[src/rtl/std_timer_pkg.sv]
// constants, field layouts and types for the 16-bit standard timer
// assumes a 32-bit avalon-mm register slave with word-aligned registers
package std_timer_pkg;
	// register byte addresses (one aligned word each)
	localparam logic [4:0] ADDR_CTRL0 = 5'h00;
	localparam logic [4:0] ADDR_CTRL1 = 5'h04;
	localparam logic [4:0] ADDR_CNT_LO = 5'h08;
	localparam logic [4:0] ADDR_CNT_HI = 5'h0c;
	localparam logic [4:0] ADDR_CMPA_LO = 5'h10;
	localparam logic [4:0] ADDR_CMPA_HI = 5'h14;
	localparam logic [4:0] ADDR_PERIOD = 5'h18;
	localparam logic [4:0] ADDR_FLAGS = 5'h1c;
	localparam logic [7:0] RESET_BYTE = 8'h00;
	localparam logic [15:0] CNT_ZERO = 16'h0000;
	localparam logic [15:0] CNT_ONE = 16'h0001;
	localparam logic [7:0] P_ZERO = 8'h00;
	localparam logic [15:0] CNT_MAX = 16'hffff;
	localparam logic [31:0] UNMAPPED_READ = 32'h00000000;
	// prescaler divide counts (terminal values)
	localparam logic [5:0] DIV4_MASK = 6'h03;
	localparam logic [5:0] DIV16_MASK = 6'h0f;
	localparam logic [5:0] DIV64_MASK = 6'h3f;
	localparam logic [5:0] PRE_ZERO = 6'h00;
	// control register zero: pause, clock select, on/off; bits 2..0 read zero
	typedef struct packed {
		logic counter_pause;
		logic [2:0] counter_clock_select;
		logic timer_on_off;
		logic [2:0] unused;
	} ctrl0_t;
	typedef enum logic [1:0] {
		MODE_COMPARE, MODE_CAPTURE, MODE_PWM, MODE_TIMER
	} op_mode_t;
	// control register one
	typedef struct packed {
		op_mode_t operating_mode;
		logic [1:0] output_function;
		logic output_initial_level;
		logic output_invert;
		logic pwm_role_swap;
		logic clear_source_select;
	} ctrl1_t;
	localparam logic [2:0] CK_SYS_DIV4 = 3'h0;
	localparam logic [2:0] CK_SYS = 3'h1;
	localparam logic [2:0] CK_FH_DIV16 = 3'h2;
	localparam logic [2:0] CK_FH_DIV64 = 3'h3;
	localparam logic [2:0] CK_TBC = 3'h4;
	localparam logic [2:0] CK_NONE = 3'h5;
	localparam logic [2:0] CK_PIN_RISE = 3'h6;
	localparam logic [2:0] CK_PIN_FALL = 3'h7;
	localparam logic [1:0] IO_00 = 2'h0;
	localparam logic [1:0] IO_01 = 2'h1;
	localparam logic [1:0] IO_10 = 2'h2;
	localparam logic [1:0] IO_11 = 2'h3;
	// flags register bit positions
	localparam int FLAG_A_BIT = 0;
	localparam int FLAG_P_BIT = 1;
	// pin outputs carried together
	typedef struct packed {
		logic level;
		logic enable;
	} pin_out_t;
endpackage

[src/rtl/edge_sync.sv]
// two-flop synchroniser with rise and fall detection on the synchronised level
// assumes the input is asynchronous to i_mclk
`timescale 1ns/10ps
module edge_sync (
	input wire logic i_mclk,
	input wire logic i_arst_n,
	input wire logic i_async,
	output logic o_level,
	output logic o_rise,
	output logic o_fall
);
	logic meta;
	logic sync;
	logic last;

	// the first flop feeds only the second one
	always_ff @(posedge i_mclk or negedge i_arst_n) begin
		if (!i_arst_n) begin
			meta <= 1'b0;
			sync <= 1'b0;
			last <= 1'b0;
		end else begin
			meta <= i_async;
			sync <= meta;
			last <= sync;
		end
	end

	assign o_level = sync;
	assign o_rise = sync & ~last;
	assign o_fall = ~sync & last;
endmodule

[src/rtl/std_timer.sv]
// 16-bit standard timer: counter, comparators a and p, output and capture logic
// assumes avalon-mm master with waitrequest on i_mclk; fh and time base are pulses
//
// The placing of the registers and the Avalon-MM interface to the registers are this design's own decisions.
`timescale 1ns/10ps
module std_timer
	import std_timer_pkg::*;
(
	input wire logic i_mclk,
	input wire logic i_arst_n,
	input wire logic [4:0] i_avs_address,
	input wire logic i_avs_read,
	input wire logic i_avs_write,
	input wire logic [31:0] i_avs_writedata,
	input wire logic [3:0] i_avs_byteenable,
	input wire logic i_fh_tick,
	input wire logic i_time_base_clock,
	input wire logic i_external_count_pin,
	input wire logic i_timer_pin_zero,
	input wire logic i_timer_pin_one,
	output logic [31:0] o_avs_readdata,
	output logic o_avs_waitrequest,
	output pin_out_t o_timer_pin_zero,
	output pin_out_t o_timer_pin_one,
	output logic o_match_a_flag,
	output logic o_match_p_flag
);
	ctrl0_t ctrl0;
	ctrl1_t ctrl1;
	logic [15:0] count;
	logic [15:0] compare_a_value;
	logic [7:0] period_compare_value;
	logic [5:0] sys_pre;
	logic [5:0] fh_pre;
	logic on_last;
	logic out_state;
	logic ack;
	logic ext_rise;
	logic ext_fall;
	logic p0_rise;
	logic p0_fall;
	logic p1_rise;
	logic p1_fall;

	// pin edges are synchronised before any use
	edge_sync u_sync_ext (
		.i_mclk(i_mclk), .i_arst_n(i_arst_n), .i_async(i_external_count_pin),
		.o_level(), .o_rise(ext_rise), .o_fall(ext_fall)
	);
	edge_sync u_sync_p0 (
		.i_mclk(i_mclk), .i_arst_n(i_arst_n), .i_async(i_timer_pin_zero),
		.o_level(), .o_rise(p0_rise), .o_fall(p0_fall)
	);
	edge_sync u_sync_p1 (
		.i_mclk(i_mclk), .i_arst_n(i_arst_n), .i_async(i_timer_pin_one),
		.o_level(), .o_rise(p1_rise), .o_fall(p1_fall)
	);

	// decode helpers
	function automatic logic byte_hit(input logic [4:0] a, input logic [4:0] r);
		byte_hit = (a == r);
	endfunction

	// bus decode: one wait cycle, then answer on the ack cycle
	wire bus_req = (i_avs_read | i_avs_write) & ~ack;
	wire wr_go = i_avs_write & ack;
	wire wr_lane0 = wr_go & i_avs_byteenable[0];
	wire wr_ctrl0 = wr_lane0 & byte_hit(i_avs_address, ADDR_CTRL0);
	wire wr_ctrl1 = wr_lane0 & byte_hit(i_avs_address, ADDR_CTRL1);
	wire wr_a_lo = wr_lane0 & byte_hit(i_avs_address, ADDR_CMPA_LO);
	wire wr_a_hi = wr_lane0 & byte_hit(i_avs_address, ADDR_CMPA_HI);
	wire wr_period = wr_lane0 & byte_hit(i_avs_address, ADDR_PERIOD);
	wire wr_flags = wr_lane0 & byte_hit(i_avs_address, ADDR_FLAGS);
	wire [7:0] wdata = i_avs_writedata[7:0];
	wire [7:0] ctrl0_wr = {wdata[7:3], 3'h0};

	// prescale enables; fh is the high-speed clock given as a tick on i_mclk
	wire sys4_tick = (sys_pre[1:0] == DIV4_MASK[1:0]);
	wire fh16_tick = i_fh_tick & ((fh_pre & DIV16_MASK) == DIV16_MASK);
	wire fh64_tick = i_fh_tick & (fh_pre == DIV64_MASK);

	// clock source select; code 101 leaves no clock
	wire [2:0] cks = ctrl0.counter_clock_select;
	wire src_tick = (cks == CK_SYS_DIV4) ? sys4_tick :
		(cks == CK_SYS) ? 1'b1 :
		(cks == CK_FH_DIV16) ? fh16_tick :
		(cks == CK_FH_DIV64) ? fh64_tick :
		(cks == CK_TBC) ? i_time_base_clock :
		(cks == CK_PIN_RISE) ? ext_rise :
		(cks == CK_PIN_FALL) ? ext_fall : 1'b0;
	// on low or pause held means no tick: the count simply stays
	wire tick = src_tick & ctrl0.timer_on_off & ~ctrl0.counter_pause;
	wire on_rise = ctrl0.timer_on_off & ~on_last;

	// comparators: p sees only the top byte, a the whole count
	wire mode_pwm = (ctrl1.operating_mode == MODE_PWM);
	wire mode_cmp = (ctrl1.operating_mode == MODE_COMPARE);
	wire mode_cap = (ctrl1.operating_mode == MODE_CAPTURE);
	wire mode_tmr = (ctrl1.operating_mode == MODE_TIMER);
	wire [15:0] count_inc = count + CNT_ONE;
	wire hit_a = tick & (count_inc == compare_a_value);
	wire p_zero = (period_compare_value == P_ZERO);
	wire hit_p = tick & ~p_zero & (count_inc[15:8] == period_compare_value) &
		(count_inc[7:0] == RESET_BYTE);
	wire ovf = tick & (count == CNT_MAX);
	// period with p at zero is the full overflow, otherwise 256*n
	wire p_end = hit_p | (ovf & p_zero);

	// clear source: pwm picks by role swap, capture free-runs, else clear select
	wire clr_a = mode_pwm ? ctrl1.pwm_role_swap :
		mode_cap ? 1'b0 : ctrl1.clear_source_select;
	wire clr_p = mode_pwm ? ~ctrl1.pwm_role_swap :
		mode_cap ? 1'b0 : ~ctrl1.clear_source_select;
	wire auto_clr = (clr_a & hit_a) | (clr_p & p_end) | ovf;

	// capture edge select; 11 disables capture
	wire cap_rise = p0_rise | p1_rise;
	wire cap_fall = p0_fall | p1_fall;
	wire cap_edge = (ctrl1.output_function == IO_00) ? cap_rise :
		(ctrl1.output_function == IO_01) ? cap_fall :
		(ctrl1.output_function == IO_10) ? (cap_rise | cap_fall) : 1'b0;
	wire cap_go = mode_cap & ctrl0.timer_on_off & cap_edge;

	// flag events; p flag suppressed with clear select 1 outside pwm
	wire set_a = mode_cap ? cap_go : hit_a;
	wire set_p = (mode_pwm | ~ctrl1.clear_source_select) & ~mode_cap & p_end;

	// pwm duty and period; duty from p is its 256 multiple or the full count
	wire [16:0] p_span = p_zero ? 17'h10000 : {1'b0, period_compare_value, RESET_BYTE};
	wire [16:0] a_span = {1'b0, compare_a_value};
	wire [16:0] duty = ctrl1.pwm_role_swap ? p_span : a_span;
	wire [16:0] period = ctrl1.pwm_role_swap ? a_span : p_span;
	// duty at or above period keeps the active level throughout
	wire pwm_active = (duty >= period) | ({1'b0, count} < duty);

	// compare mode action on match a; equal to the current level shows nothing
	wire cmp_next = (ctrl1.output_function == IO_01) ? 1'b0 :
		(ctrl1.output_function == IO_10) ? 1'b1 :
		(ctrl1.output_function == IO_11) ? ~out_state : out_state;

	// pwm and single pulse levels relative to the active level
	wire act = ctrl1.output_initial_level;
	wire pwm_level = (ctrl1.output_function == IO_00) ? ~act :
		(ctrl1.output_function == IO_01) ? act :
		(ctrl1.output_function == IO_10) ? (pwm_active ? act : ~act) :
		out_state;
	wire pulse_mode = mode_pwm & (ctrl1.output_function == IO_11);

	// next output state; compare mode re-arms to initial level on on-bit rise
	wire next_out = (mode_cmp & on_rise) ? ctrl1.output_initial_level :
		(mode_cmp & hit_a) ? cmp_next :
		(pulse_mode & on_rise) ? act :
		(pulse_mode & (hit_a | ~ctrl0.timer_on_off)) ? ~act :
		(mode_pwm & ~pulse_mode) ? pwm_level : out_state;
	// polarity inverts the pin in every mode; pin not driven in timer or capture mode
	wire pin_level = out_state ^ ctrl1.output_invert;
	wire pin_en = ~mode_tmr & ~mode_cap;

	// next count: software only clears to zero on on-bit rise
	wire [15:0] next_count = on_rise ? CNT_ZERO :
		(tick & auto_clr) ? CNT_ZERO :
		tick ? count_inc : count;

	// read mux; control bits 2..0 of control zero read zero
	wire [7:0] rd_byte = byte_hit(i_avs_address, ADDR_CTRL0) ? ctrl0 :
		byte_hit(i_avs_address, ADDR_CTRL1) ? ctrl1 :
		byte_hit(i_avs_address, ADDR_CNT_LO) ? count[7:0] :
		byte_hit(i_avs_address, ADDR_CNT_HI) ? count[15:8] :
		byte_hit(i_avs_address, ADDR_CMPA_LO) ? compare_a_value[7:0] :
		byte_hit(i_avs_address, ADDR_CMPA_HI) ? compare_a_value[15:8] :
		byte_hit(i_avs_address, ADDR_PERIOD) ? period_compare_value :
		byte_hit(i_avs_address, ADDR_FLAGS) ? {6'h00, o_match_p_flag, o_match_a_flag} :
		UNMAPPED_READ[7:0];

	// bus slave handshake
	always_ff @(posedge i_mclk or negedge i_arst_n) begin
		if (!i_arst_n) begin
			ack <= 1'b0;
			o_avs_readdata <= UNMAPPED_READ;
		end else begin
			ack <= bus_req;
			o_avs_readdata <= {24'h000000, rd_byte};
		end
	end
	// waitrequest stays high except on the ack cycle
	always_ff @(posedge i_mclk or negedge i_arst_n) begin
		if (!i_arst_n) begin
			o_avs_waitrequest <= 1'b1;
		end else begin
			o_avs_waitrequest <= ~bus_req;
		end
	end

	// control registers; changing mode while on is left to software
	always_ff @(posedge i_mclk or negedge i_arst_n) begin
		if (!i_arst_n) begin
			ctrl0 <= ctrl0_t'(RESET_BYTE);
			ctrl1 <= ctrl1_t'(RESET_BYTE);
			period_compare_value <= RESET_BYTE;
		end else begin
			if (wr_ctrl0) begin
				ctrl0 <= ctrl0_t'(ctrl0_wr);
			end
			if (wr_ctrl1) begin
				ctrl1 <= ctrl1_t'(wdata);
			end
			if (wr_period) begin
				period_compare_value <= wdata;
			end
		end
	end

	// compare a pair; a capture wins over a software write in the same cycle
	always_ff @(posedge i_mclk or negedge i_arst_n) begin
		if (!i_arst_n) begin
			compare_a_value <= CNT_ZERO;
		end else if (cap_go) begin
			compare_a_value <= count;
		end else begin
			if (wr_a_lo) begin
				compare_a_value[7:0] <= wdata;
			end
			if (wr_a_hi) begin
				compare_a_value[15:8] <= wdata;
			end
		end
	end

	// counter, prescalers and on-bit history
	always_ff @(posedge i_mclk or negedge i_arst_n) begin
		if (!i_arst_n) begin
			count <= CNT_ZERO;
			sys_pre <= PRE_ZERO;
			fh_pre <= PRE_ZERO;
			on_last <= 1'b0;
		end else begin
			count <= next_count;
			sys_pre <= sys_pre + 6'h01;
			fh_pre <= i_fh_tick ? fh_pre + 6'h01 : fh_pre;
			on_last <= ctrl0.timer_on_off;
		end
	end

	// sticky flags: a hardware set wins over a write-one clear
	always_ff @(posedge i_mclk or negedge i_arst_n) begin
		if (!i_arst_n) begin
			o_match_a_flag <= 1'b0;
			o_match_p_flag <= 1'b0;
		end else begin
			o_match_a_flag <= set_a | (o_match_a_flag & ~(wr_flags & wdata[FLAG_A_BIT]));
			o_match_p_flag <= set_p | (o_match_p_flag & ~(wr_flags & wdata[FLAG_P_BIT]));
		end
	end

	// output state and registered pins
	always_ff @(posedge i_mclk or negedge i_arst_n) begin
		if (!i_arst_n) begin
			out_state <= 1'b0;
			o_timer_pin_zero <= '0;
			o_timer_pin_one <= '0;
		end else begin
			out_state <= next_out;
			o_timer_pin_zero <= '{level: pin_level, enable: pin_en};
			o_timer_pin_one <= '{level: pin_level, enable: pin_en};
		end
	end
endmodule

[config.mk]
export PLATFORM = sky130hd
export DESIGN_NAME = std_timer
export DESIGN_NICKNAME = d
export VERILOG_FILES = /design/src/rtl/std_timer_pkg.sv /design/src/rtl/edge_sync.sv /design/src/rtl/std_timer.sv
export SDC_FILE = /design/constraint.sdc
export NUM_CORES = 1
export LEC_CHECK = 0
export ABC_AREA = 1
export BUFFER_PORTS_ARGS = -buffer_cell sky130_fd_sc_hd__buf_2
export CORE_ASPECT_RATIO = 1.2
export CORE_MARGIN = 2
export CORE_UTILIZATION = 58
export CTS_BUF_LIST = sky130_fd_sc_hd__clkbuf_16
export DETAILED_ROUTE_END_ITERATION = 12
export GPL_TIMING_DRIVEN = 0
export PLACE_DENSITY = 0.82
export REMOVE_ABC_BUFFERS = 1
export SKIP_CTS_REPAIR_TIMING = 1
export SYNTH_ARGS = -nofsm -noshare
export SYNTH_HDL_FRONTEND = slang
export SYNTH_SLANG_ARGS = --single-unit
[constraint.sdc]
create_clock -name i_mclk -period 3.1 [get_ports i_mclk]
set_clock_uncertainty 0.1 [all_clocks]
set_input_delay 0.62 -clock i_mclk [delete_from_list [all_inputs] [get_ports i_mclk]]
set_output_delay 0.62 -clock i_mclk [all_outputs]
set_load 0.01 [all_outputs]
## Word level (Yosys, flattened, before mapping)

Cells that the tools add are included.

| word-level totals | value |
|---|---|
| register bits | 90 |
| word-level logic and storage cells | 198 |

| cells by class | value |
|---|---|
| equal/unequal tests | 26 |
| reduce and logical (&&, ||, !) cells | 12 |
| multiplexer cells | 44 |
| $add $sub $neg | 3 |
| bitwise gates (word level) | 78 |
| magnitude comparators | 2 |

Operators by type and width:

| operator | count |
|---|---|
| two-way mux 8 bit | 9 |
| two-way mux 16 bit | 4 |
| two-way mux 17 bit | 3 |
| bitwise AND 1 bit | 44 |
| two-way mux 1 bit | 27 |
| NOT 1 bit | 21 |
| == test 5 bit (second input constant) | 4 |
| >= comparator 17 bit | 1 |
| < comparator 16 x 17 -> 1 bit | 1 |
| adder 16 x 1 -> 16 bit (second input constant) | 1 |
| == test 16 bit | 1 |
| == test 16 bit (second input constant) | 1 |
| logical NOT 8 bit | 2 |
| adder 6 x 1 -> 6 bit (second input constant) | 2 |
| bitwise OR 1 bit | 12 |
| == test 2 bit (second input constant) | 5 |
| == test 5 x 4 -> 1 bit (second input constant) | 2 |
| == test 3 bit (second input constant) | 3 |
| == test 8 bit | 1 |
| nonzero test 7 bit | 1 |
| == test 3 x 2 -> 1 bit (second input constant) | 2 |
| == test 6 bit (second input constant) | 1 |
| == test 5 x 3 -> 1 bit (second input constant) | 1 |
| logical NOT 5 bit | 1 |
| other kinds (12) | 15 |

## Depth between registers and ports, before layout

| depth | value |
|---|---|
| depth after elaboration | 21 |
| depth in mapped cells | 22 |

## Hierarchy

Synthesis repeated with hierarchy kept, for this count alone.

| unflattened totals | value |
|---|---|
| cells, all modules | 841 |
| area total of the unflattened synthesis | 6,068.3 um^2 |

By module, submodules not included:

| module | area an instance (um^2) | times used | seq. area each (um^2) | cells each |
|---|---|---|---|---|
| std_timer | 5,798.1 | 1 | 1,928.1 | 820 |
| edge_sync | 90.1 | 3 | 75.1 | 7 |

## Worst setup path after synthesis

No wires, ideal clock.

| timing path | value |
|---|---|
| path kind | reg-to-reg |
| from | register ctrl1[1] in the netlist's numbering |
| to | register out_state |
| data required time | 2.878 ns |
| buffers on the path | 2 |
| clock period less this slack | 2.637 ns |
| cell stages (with the launch flop) | 23 |
| data arrival time | 2.414 ns |
| setup time | 0.122 ns |
| setup slack | 0.463 ns |
| cells stage by stage | dfrtp_1 clkbuf_1 clkbuf_1 nand2_1 o21ai_0 inv_1 ha_1 a21oi_1 nor2_1 a211oi_1 nor2_1 nor2_1 nand3_1 nand2_1 nand2_1 nand2_1 nand2_2 nand2_1 nand2_1 nand2_1 nand2_1 nand2_1 a21oi_2 |

| between the ends | value |
|---|---|
| cells in the longest elaborated chain, start to end | 12 |
| elaborated cells between the ends (all ways) | 14 |
| classes of those cells | order compare (2); mux (11); bitwise (1) |

Ends and longest elaborated chain:

| item | line | text |
|---|---|---|
| from (decl) | std_timer.sv:29 | `ctrl1_t ctrl1;` |
| from (signal assigned) | std_timer.sv:198 | `ctrl1 <= ctrl1_t'(RESET_BYTE);` |
| from (signal assigned) | std_timer.sv:205 | `ctrl1 <= ctrl1_t'(wdata);` |
| two-way mux 17 bit, on equally long branches | std_timer.sv:131, std_timer.sv:132 |  |
| >= comparator 17 bit or < comparator 16 x 17 -> 1 bit (tied branches) | std_timer.sv:134 | `wire pwm_active = (duty >= period) \| ({1'b0, count} < duty);` |
| bitwise OR 1 bit (*) | std_timer.sv:134 |  |
| two-way mux 1 bit (*) (2 in a row) | std_timer.sv:145 | `(ctrl1.output_function == IO_10) ? (pwm_active ? act : ~act) :` |
| two-way mux 1 bit (*) | std_timer.sv:144 | `(ctrl1.output_function == IO_01) ? act :` |
| two-way mux 1 bit (*) | std_timer.sv:143 | `wire pwm_level = (ctrl1.output_function == IO_00) ? ~act :` |
| two-way mux 1 bit (*) | std_timer.sv:154 | `(mode_pwm & ~pulse_mode) ? pwm_level : out_state;` |
| two-way mux 1 bit (*) | std_timer.sv:153 | `(pulse_mode & (hit_a \| ~ctrl0.timer_on_off)) ? ~act :` |
| two-way mux 1 bit (*) | std_timer.sv:152 | `(pulse_mode & on_rise) ? act :` |
| two-way mux 1 bit (*) | std_timer.sv:151 | `(mode_cmp & hit_a) ? cmp_next :` |
| two-way mux 1 bit (*) | std_timer.sv:150 | `wire next_out = (mode_cmp & on_rise) ? ctrl1.output_initial_level :` |
| to (signal assigned) | std_timer.sv:262 | `out_state <= next_out;` |
| to (decl) | std_timer.sv:36 | `logic out_state;` |

Every way passes the cells marked *; elsewhere a longest branch is shown, timed or not. The select of a mux whose other input is x is not followed.
A chain may end at the register's enable or synchronous reset.

## Final worst setup path

| timing path | value |
|---|---|
| from | register count[1] |
| to | register out_state |

| between the ends | value |
|---|---|
| cells in the longest elaborated chain, start to end | 11 |
| elaborated cells between the ends (all ways) | 21 |
| classes of those cells | add/sub (1); order compare (1); eq/ne (2); mux (9); bitwise (5); reduce/logical (3) |

Ends and longest elaborated chain:

| item | line | text |
|---|---|---|
| from (decl) | std_timer.sv:30 | `logic [15:0] count;` |
| from (signal assigned) | std_timer.sv:237 | `count <= next_count;` |
| < comparator 16 x 17 -> 1 bit | std_timer.sv:134 |  |
| bitwise OR 1 bit | std_timer.sv:134 |  |
| two-way mux 1 bit (2 in a row) | std_timer.sv:145 |  |
| two-way mux 1 bit | std_timer.sv:144 |  |
| two-way mux 1 bit | std_timer.sv:143 |  |
| two-way mux 1 bit | std_timer.sv:154 |  |
| two-way mux 1 bit | std_timer.sv:153 |  |
| two-way mux 1 bit | std_timer.sv:152 |  |
| two-way mux 1 bit | std_timer.sv:151 |  |
| two-way mux 1 bit | std_timer.sv:150 |  |

Parallel ways exist; a longest one is shown, timed or not. The select of a mux whose other input is x is not followed.

==> summary.txt <==
Status
  – Outcome: finished clean

Layout
  – N_diodes: 0
  – Share of cells above drive strength 1: 14.4%
  – Area growth from synthesis to layout: 9.61%
  – Layout Utilization: 65.5%
  – Layout fillers: 877
  – Nets: 938
  – Non-Filler Instances: 992
  – Fin area: 0.00659 mm²

Yosys
  – Cell Area, Synth: 0.00601 mm²
  – Mux contribution to synthesized area: 0%
  – Yosys top cell by area: dfrtp_1
  – Seq cells post-synth: 86
  – Compound-Gate Fraction of Synth Area: 14.0%
  – Post-synth EDFFs: 0
  – Ys flop type: dfrtp_1
  – Syn_area_per_cell: 7.30 µm²
  – Largest family of logic cells by synthesized area: simple AND/OR/NAND/NOR gates
  – Simple-gate portion of the synthesized area: 31.4%
  – Post-synth top area share: 35.4%
  – Post-Synth Adder-Cell Area: 5.62%
  – YS warnings: 0
  – Sequential area share after synthesis: 35.8%
  – Netlist cell types: 48
  – Synth area leaders: dfrtp_1, nand2_1, inv_1
  – XOR/XNOR share of the synthesized area: 2.18%
  – Fraction of registers with async set/reset: 100%
  – Gate Count Post-Synth: 824

Clock network
  – CTS Buffer Depth: 2
  – Total CTS buffers: 9
  – Worst skew pair latency: 0.35 ns
  – CTS tree: done
  – Clock sink count: 86
  – CTS clock-pin slew for the worst setup and hold paths: 0.07 ns
  – H-tree Lvls: 3
  – Clock root cell: clkbuf_16

Floorplanning
  – Row count: 40
  – Die Height: 116 µm
  – Starting Density: 59.8%
  – Die Area: 0.0112 mm²
  – Die Width: 97.0 µm
  – I/O pin count: 89
  – Core outline area: 0.0101 mm²

Detailed routing
  – Initial DRT Pass Iterations: 6
  – Starting DRT DRC Count: 639
  – # DRC: 0
  – Antenna Violating Nets Remaining: 0
  – Vias per cell: 5.92
  – Total number of vias: 5869
  – Detailed Route WL: 18200 µm
  – WL/cell: 18.3 µm

Global routing
  – Met3 usage: 6.63%
  – First-pass GRT wire length: 28000 µm
  – Met1 Usage GRT: 40.0%
  – GRT busiest layer: met2
  – Global Route met2 Usage: 53.3%
  – Antenna violations before repair: 0
  – Vias in the first global route: 5467
  – Largest net degree at the start of global routing: 75
  – Gr ovfl total: 0
  – Total global-route track usage: 32.4%

Worst setup path
  – CP bufs+invs: 2
  – Setup CP Type: flop to flop
  – Worst-path cell chain: ha_1 -> nand2_1 -> nor2_4 -> inv_1 -> nand3_1 -> nand4_1 -> nor2_1 -> nand3_1 -> nor2_2 -> nand3_2 -> nor2_2 -> inv_2 -> nand3_1 -> nand2_1 -> a21oi_2 -> a21oi_2
  – FF-to-FF End: out_state$_DFFE_PN0P_
  – CP most frequent cell: nand3_1
  – Worst-path fanout max: 7
  – Worst stage delay on the critical path: 0.46 ns
  – R2r startpoint: count[1]$_DFFE_PN0P_
  – Setup crit start kind: flop
  – Crit path capture type: flop
  – Worst-case reg-to-reg path depth: 16
  – Crit-path slowest cell: dfrtp_2
  – Slack of the worst reg-to-reg path: 0.20 ns
  – WP data arrival: 3.04 ns
  – Critical Path RT: 3.24 ns
  – Crit-path leading delay family: simple AND/OR/NAND/NOR gates

Placement
  – Gpl congestion: 0.990
  – Placed Instance Area: 0.00622 mm²
  – Port buffer count: 37
  – Post-DP HPWL: 13600 µm
  – Placed cell count: 972
  – Pre-CTS setup slack: -0.462 ns

Flow run
  – Max-Cap Viols: 0

Timing
  – Hold_ws: 0.0116 ns
  – Slew Viols, Final: 0
  – Final hold vios: 0
  – Final setup vio count: 0
  – Worst-Margin Slew: 1.28 ns
  – Setup TNS: 0 ns
  – Final worst path period need: 2.90 ns
  – Slew headroom: 14.0%
  – Setup WS post-layout: 0.198 ns
  – Fmax achieved: 345 MHz
  – RSZ-0062 raised after global routing: no
  – Fin crit share: 93.6%

Pwr
  – Worst VDD drop: 0.000430 V
  – Leak: 3.22 nW
  – P per Cell Area: 497 mW/mm²
  – Power Total: 3.28 mW

Hold path
  – Min-Delay Path Class: input port to asynchronous set/reset pin
## cells by family (layout without fill, tap and decap cells)
family | count (synthesis) | after routing
XOR/XNOR | 15 | 15
other | 1 | 24
flip-flops | 86 | 86
buffers and inverters | 145 | 164
AO/OA/AOI/OAI | 139 | 139
adder cells (fa/ha/maj) | 27 | 27
AND/OR/NAND/NOR | 411 | 411
## cell usage in the layout (no fill, tap or decap), types with 3 or more instances in the layout
cell / instances
clkbuf_16: 9
nor2_2: 8
nor3_1: 10
dfrtp_1: 83
o21ai_1: 18
xor2_1: 15
nand3_2: 12
nand2_1: 201
nand4_1: 17
o21ai_2: 3
nand3_1: 48
nor2_4: 4
o22ai_1: 6
inv_2: 7
a2111oi_0: 3
a21oi_1: 21
conb_1: 24
nand2_2: 20
a211oi_1: 4
nor4_1: 3
ha_1: 27
nor2_1: 76
clkinvlp_4: 3
o21ai_0: 51
o221ai_1: 7
o211ai_1: 13
buf_2: 36
inv_1: 98
## per-layer routing
metal	vias to the layer above	routed length, µm
met5	-	0
met4	0	1200
met3	93	1680
met2	329	8440
met1	2693	6860
li1	2754	-
## worst register-to-register path: stages, from the launching register on
cell and delay (ns):
dfrtp_2 0.46, ha_1 0.30, nand2_1 0.19, nor2_4 0.15, inv_1 0.07, nand3_1 0.13, nand4_1 0.16, nor2_1 0.18
nand3_1 0.10, nor2_2 0.14, nand3_2 0.16, nor2_2 0.21, inv_2 0.06, nand3_1 0.11, nand2_1 0.07, a21oi_2 0.13
a21oi_2 0.06
## cell type report
| cell class | instances | area, µm² | area share, % |
|---|---|---|---|
| clock buffers | 9 | 225 | 3.42 |
| clock inverters | 7 | 56.3 | 0.854 |
| inverters | 106 | 402 | 6.09 |
| multi-input cells | 616 | 3310 | 50.3 |
| flip-flops and latches | 86 | 2160 | 32.7 |
| well taps | 126 | 158 | 2.39 |
| repair buffers | 42 | 278 | 4.21 |
## synthesized netlist by cell type, types with 3 or more instances
cell type and number:
nand2_1 202, inv_1 98, dfrtp_1 85, nor2_1 78, o21ai_0 60, nand3_1 49, buf_4 27, ha_1 27
a21oi_1 21, nand2_2 19, nand4_1 17, xor2_1 15, o211ai_1 13, clkbuf_1 11, nand3_2 11, nor3_1 10
o21ai_1 10, inv_2 7, nor2_2 7, o221ai_1 7, o22ai_1 6, a211oi_1 4, a2111oi_0 3, nor2_4 3
nor4_1 3
## flip-flops by register name (all words and copies together), names as in the netlist, 2 cells and up
| register | cells |
|---|---|
| ctrl0 | 2 |
| o_avs_readdata | 8 |
| sys_pre | 2 |
| ctrl1 | 7 |
| cks | 3 |
| period_compare_value | 8 |
| compare_a_value | 16 |
| fh_pre | 6 |
| count | 16 |
| o_timer_pin_zero | 2 |
## how the worst max path moves through the flow
| stage | startpoint | end | slack [ns] | cells after the start |
|---|---|---|---|---|
| 3_3_place_gp | ctrl1[1]$_DFFE_PN0P_ | out_state$_DFFE_PN0P_ | -0.38 | 19 |
| 5_1_grt | count[1]$_DFFE_PN0P_ | out_state$_DFFE_PN0P_ | 0.004 | 16 |
| 2_1_floorplan | ctrl1[1]$_DFFE_PN0P_ | out_state$_DFFE_PN0P_ | 0.39 | 19 |
| 3_5_place_dp | ctrl1[1]$_DFFE_PN0P_ | out_state$_DFFE_PN0P_ | -0.46 | 19 |
| 4_1_cts | ctrl1[1]$_DFFE_PN0P_ | out_state$_DFFE_PN0P_ | -0.50 | 19 |
| 6_report | count[1]$_DFFE_PN0P_ | out_state$_DFFE_PN0P_ | 0.20 | 16 |
## power breakdown
| part | total [mW] | switching [mW] | internal [mW] |
|---|---|---|---|
| clock network | 1.05 | 0.494 | 0.553 |
| logic | 0.807 | 0.515 | 0.291 |
| registers | 1.42 | 0.160 | 1.26 |
| total | 3.28 | 1.17 | 2.11 |
(Power assumes the default switching activity.)
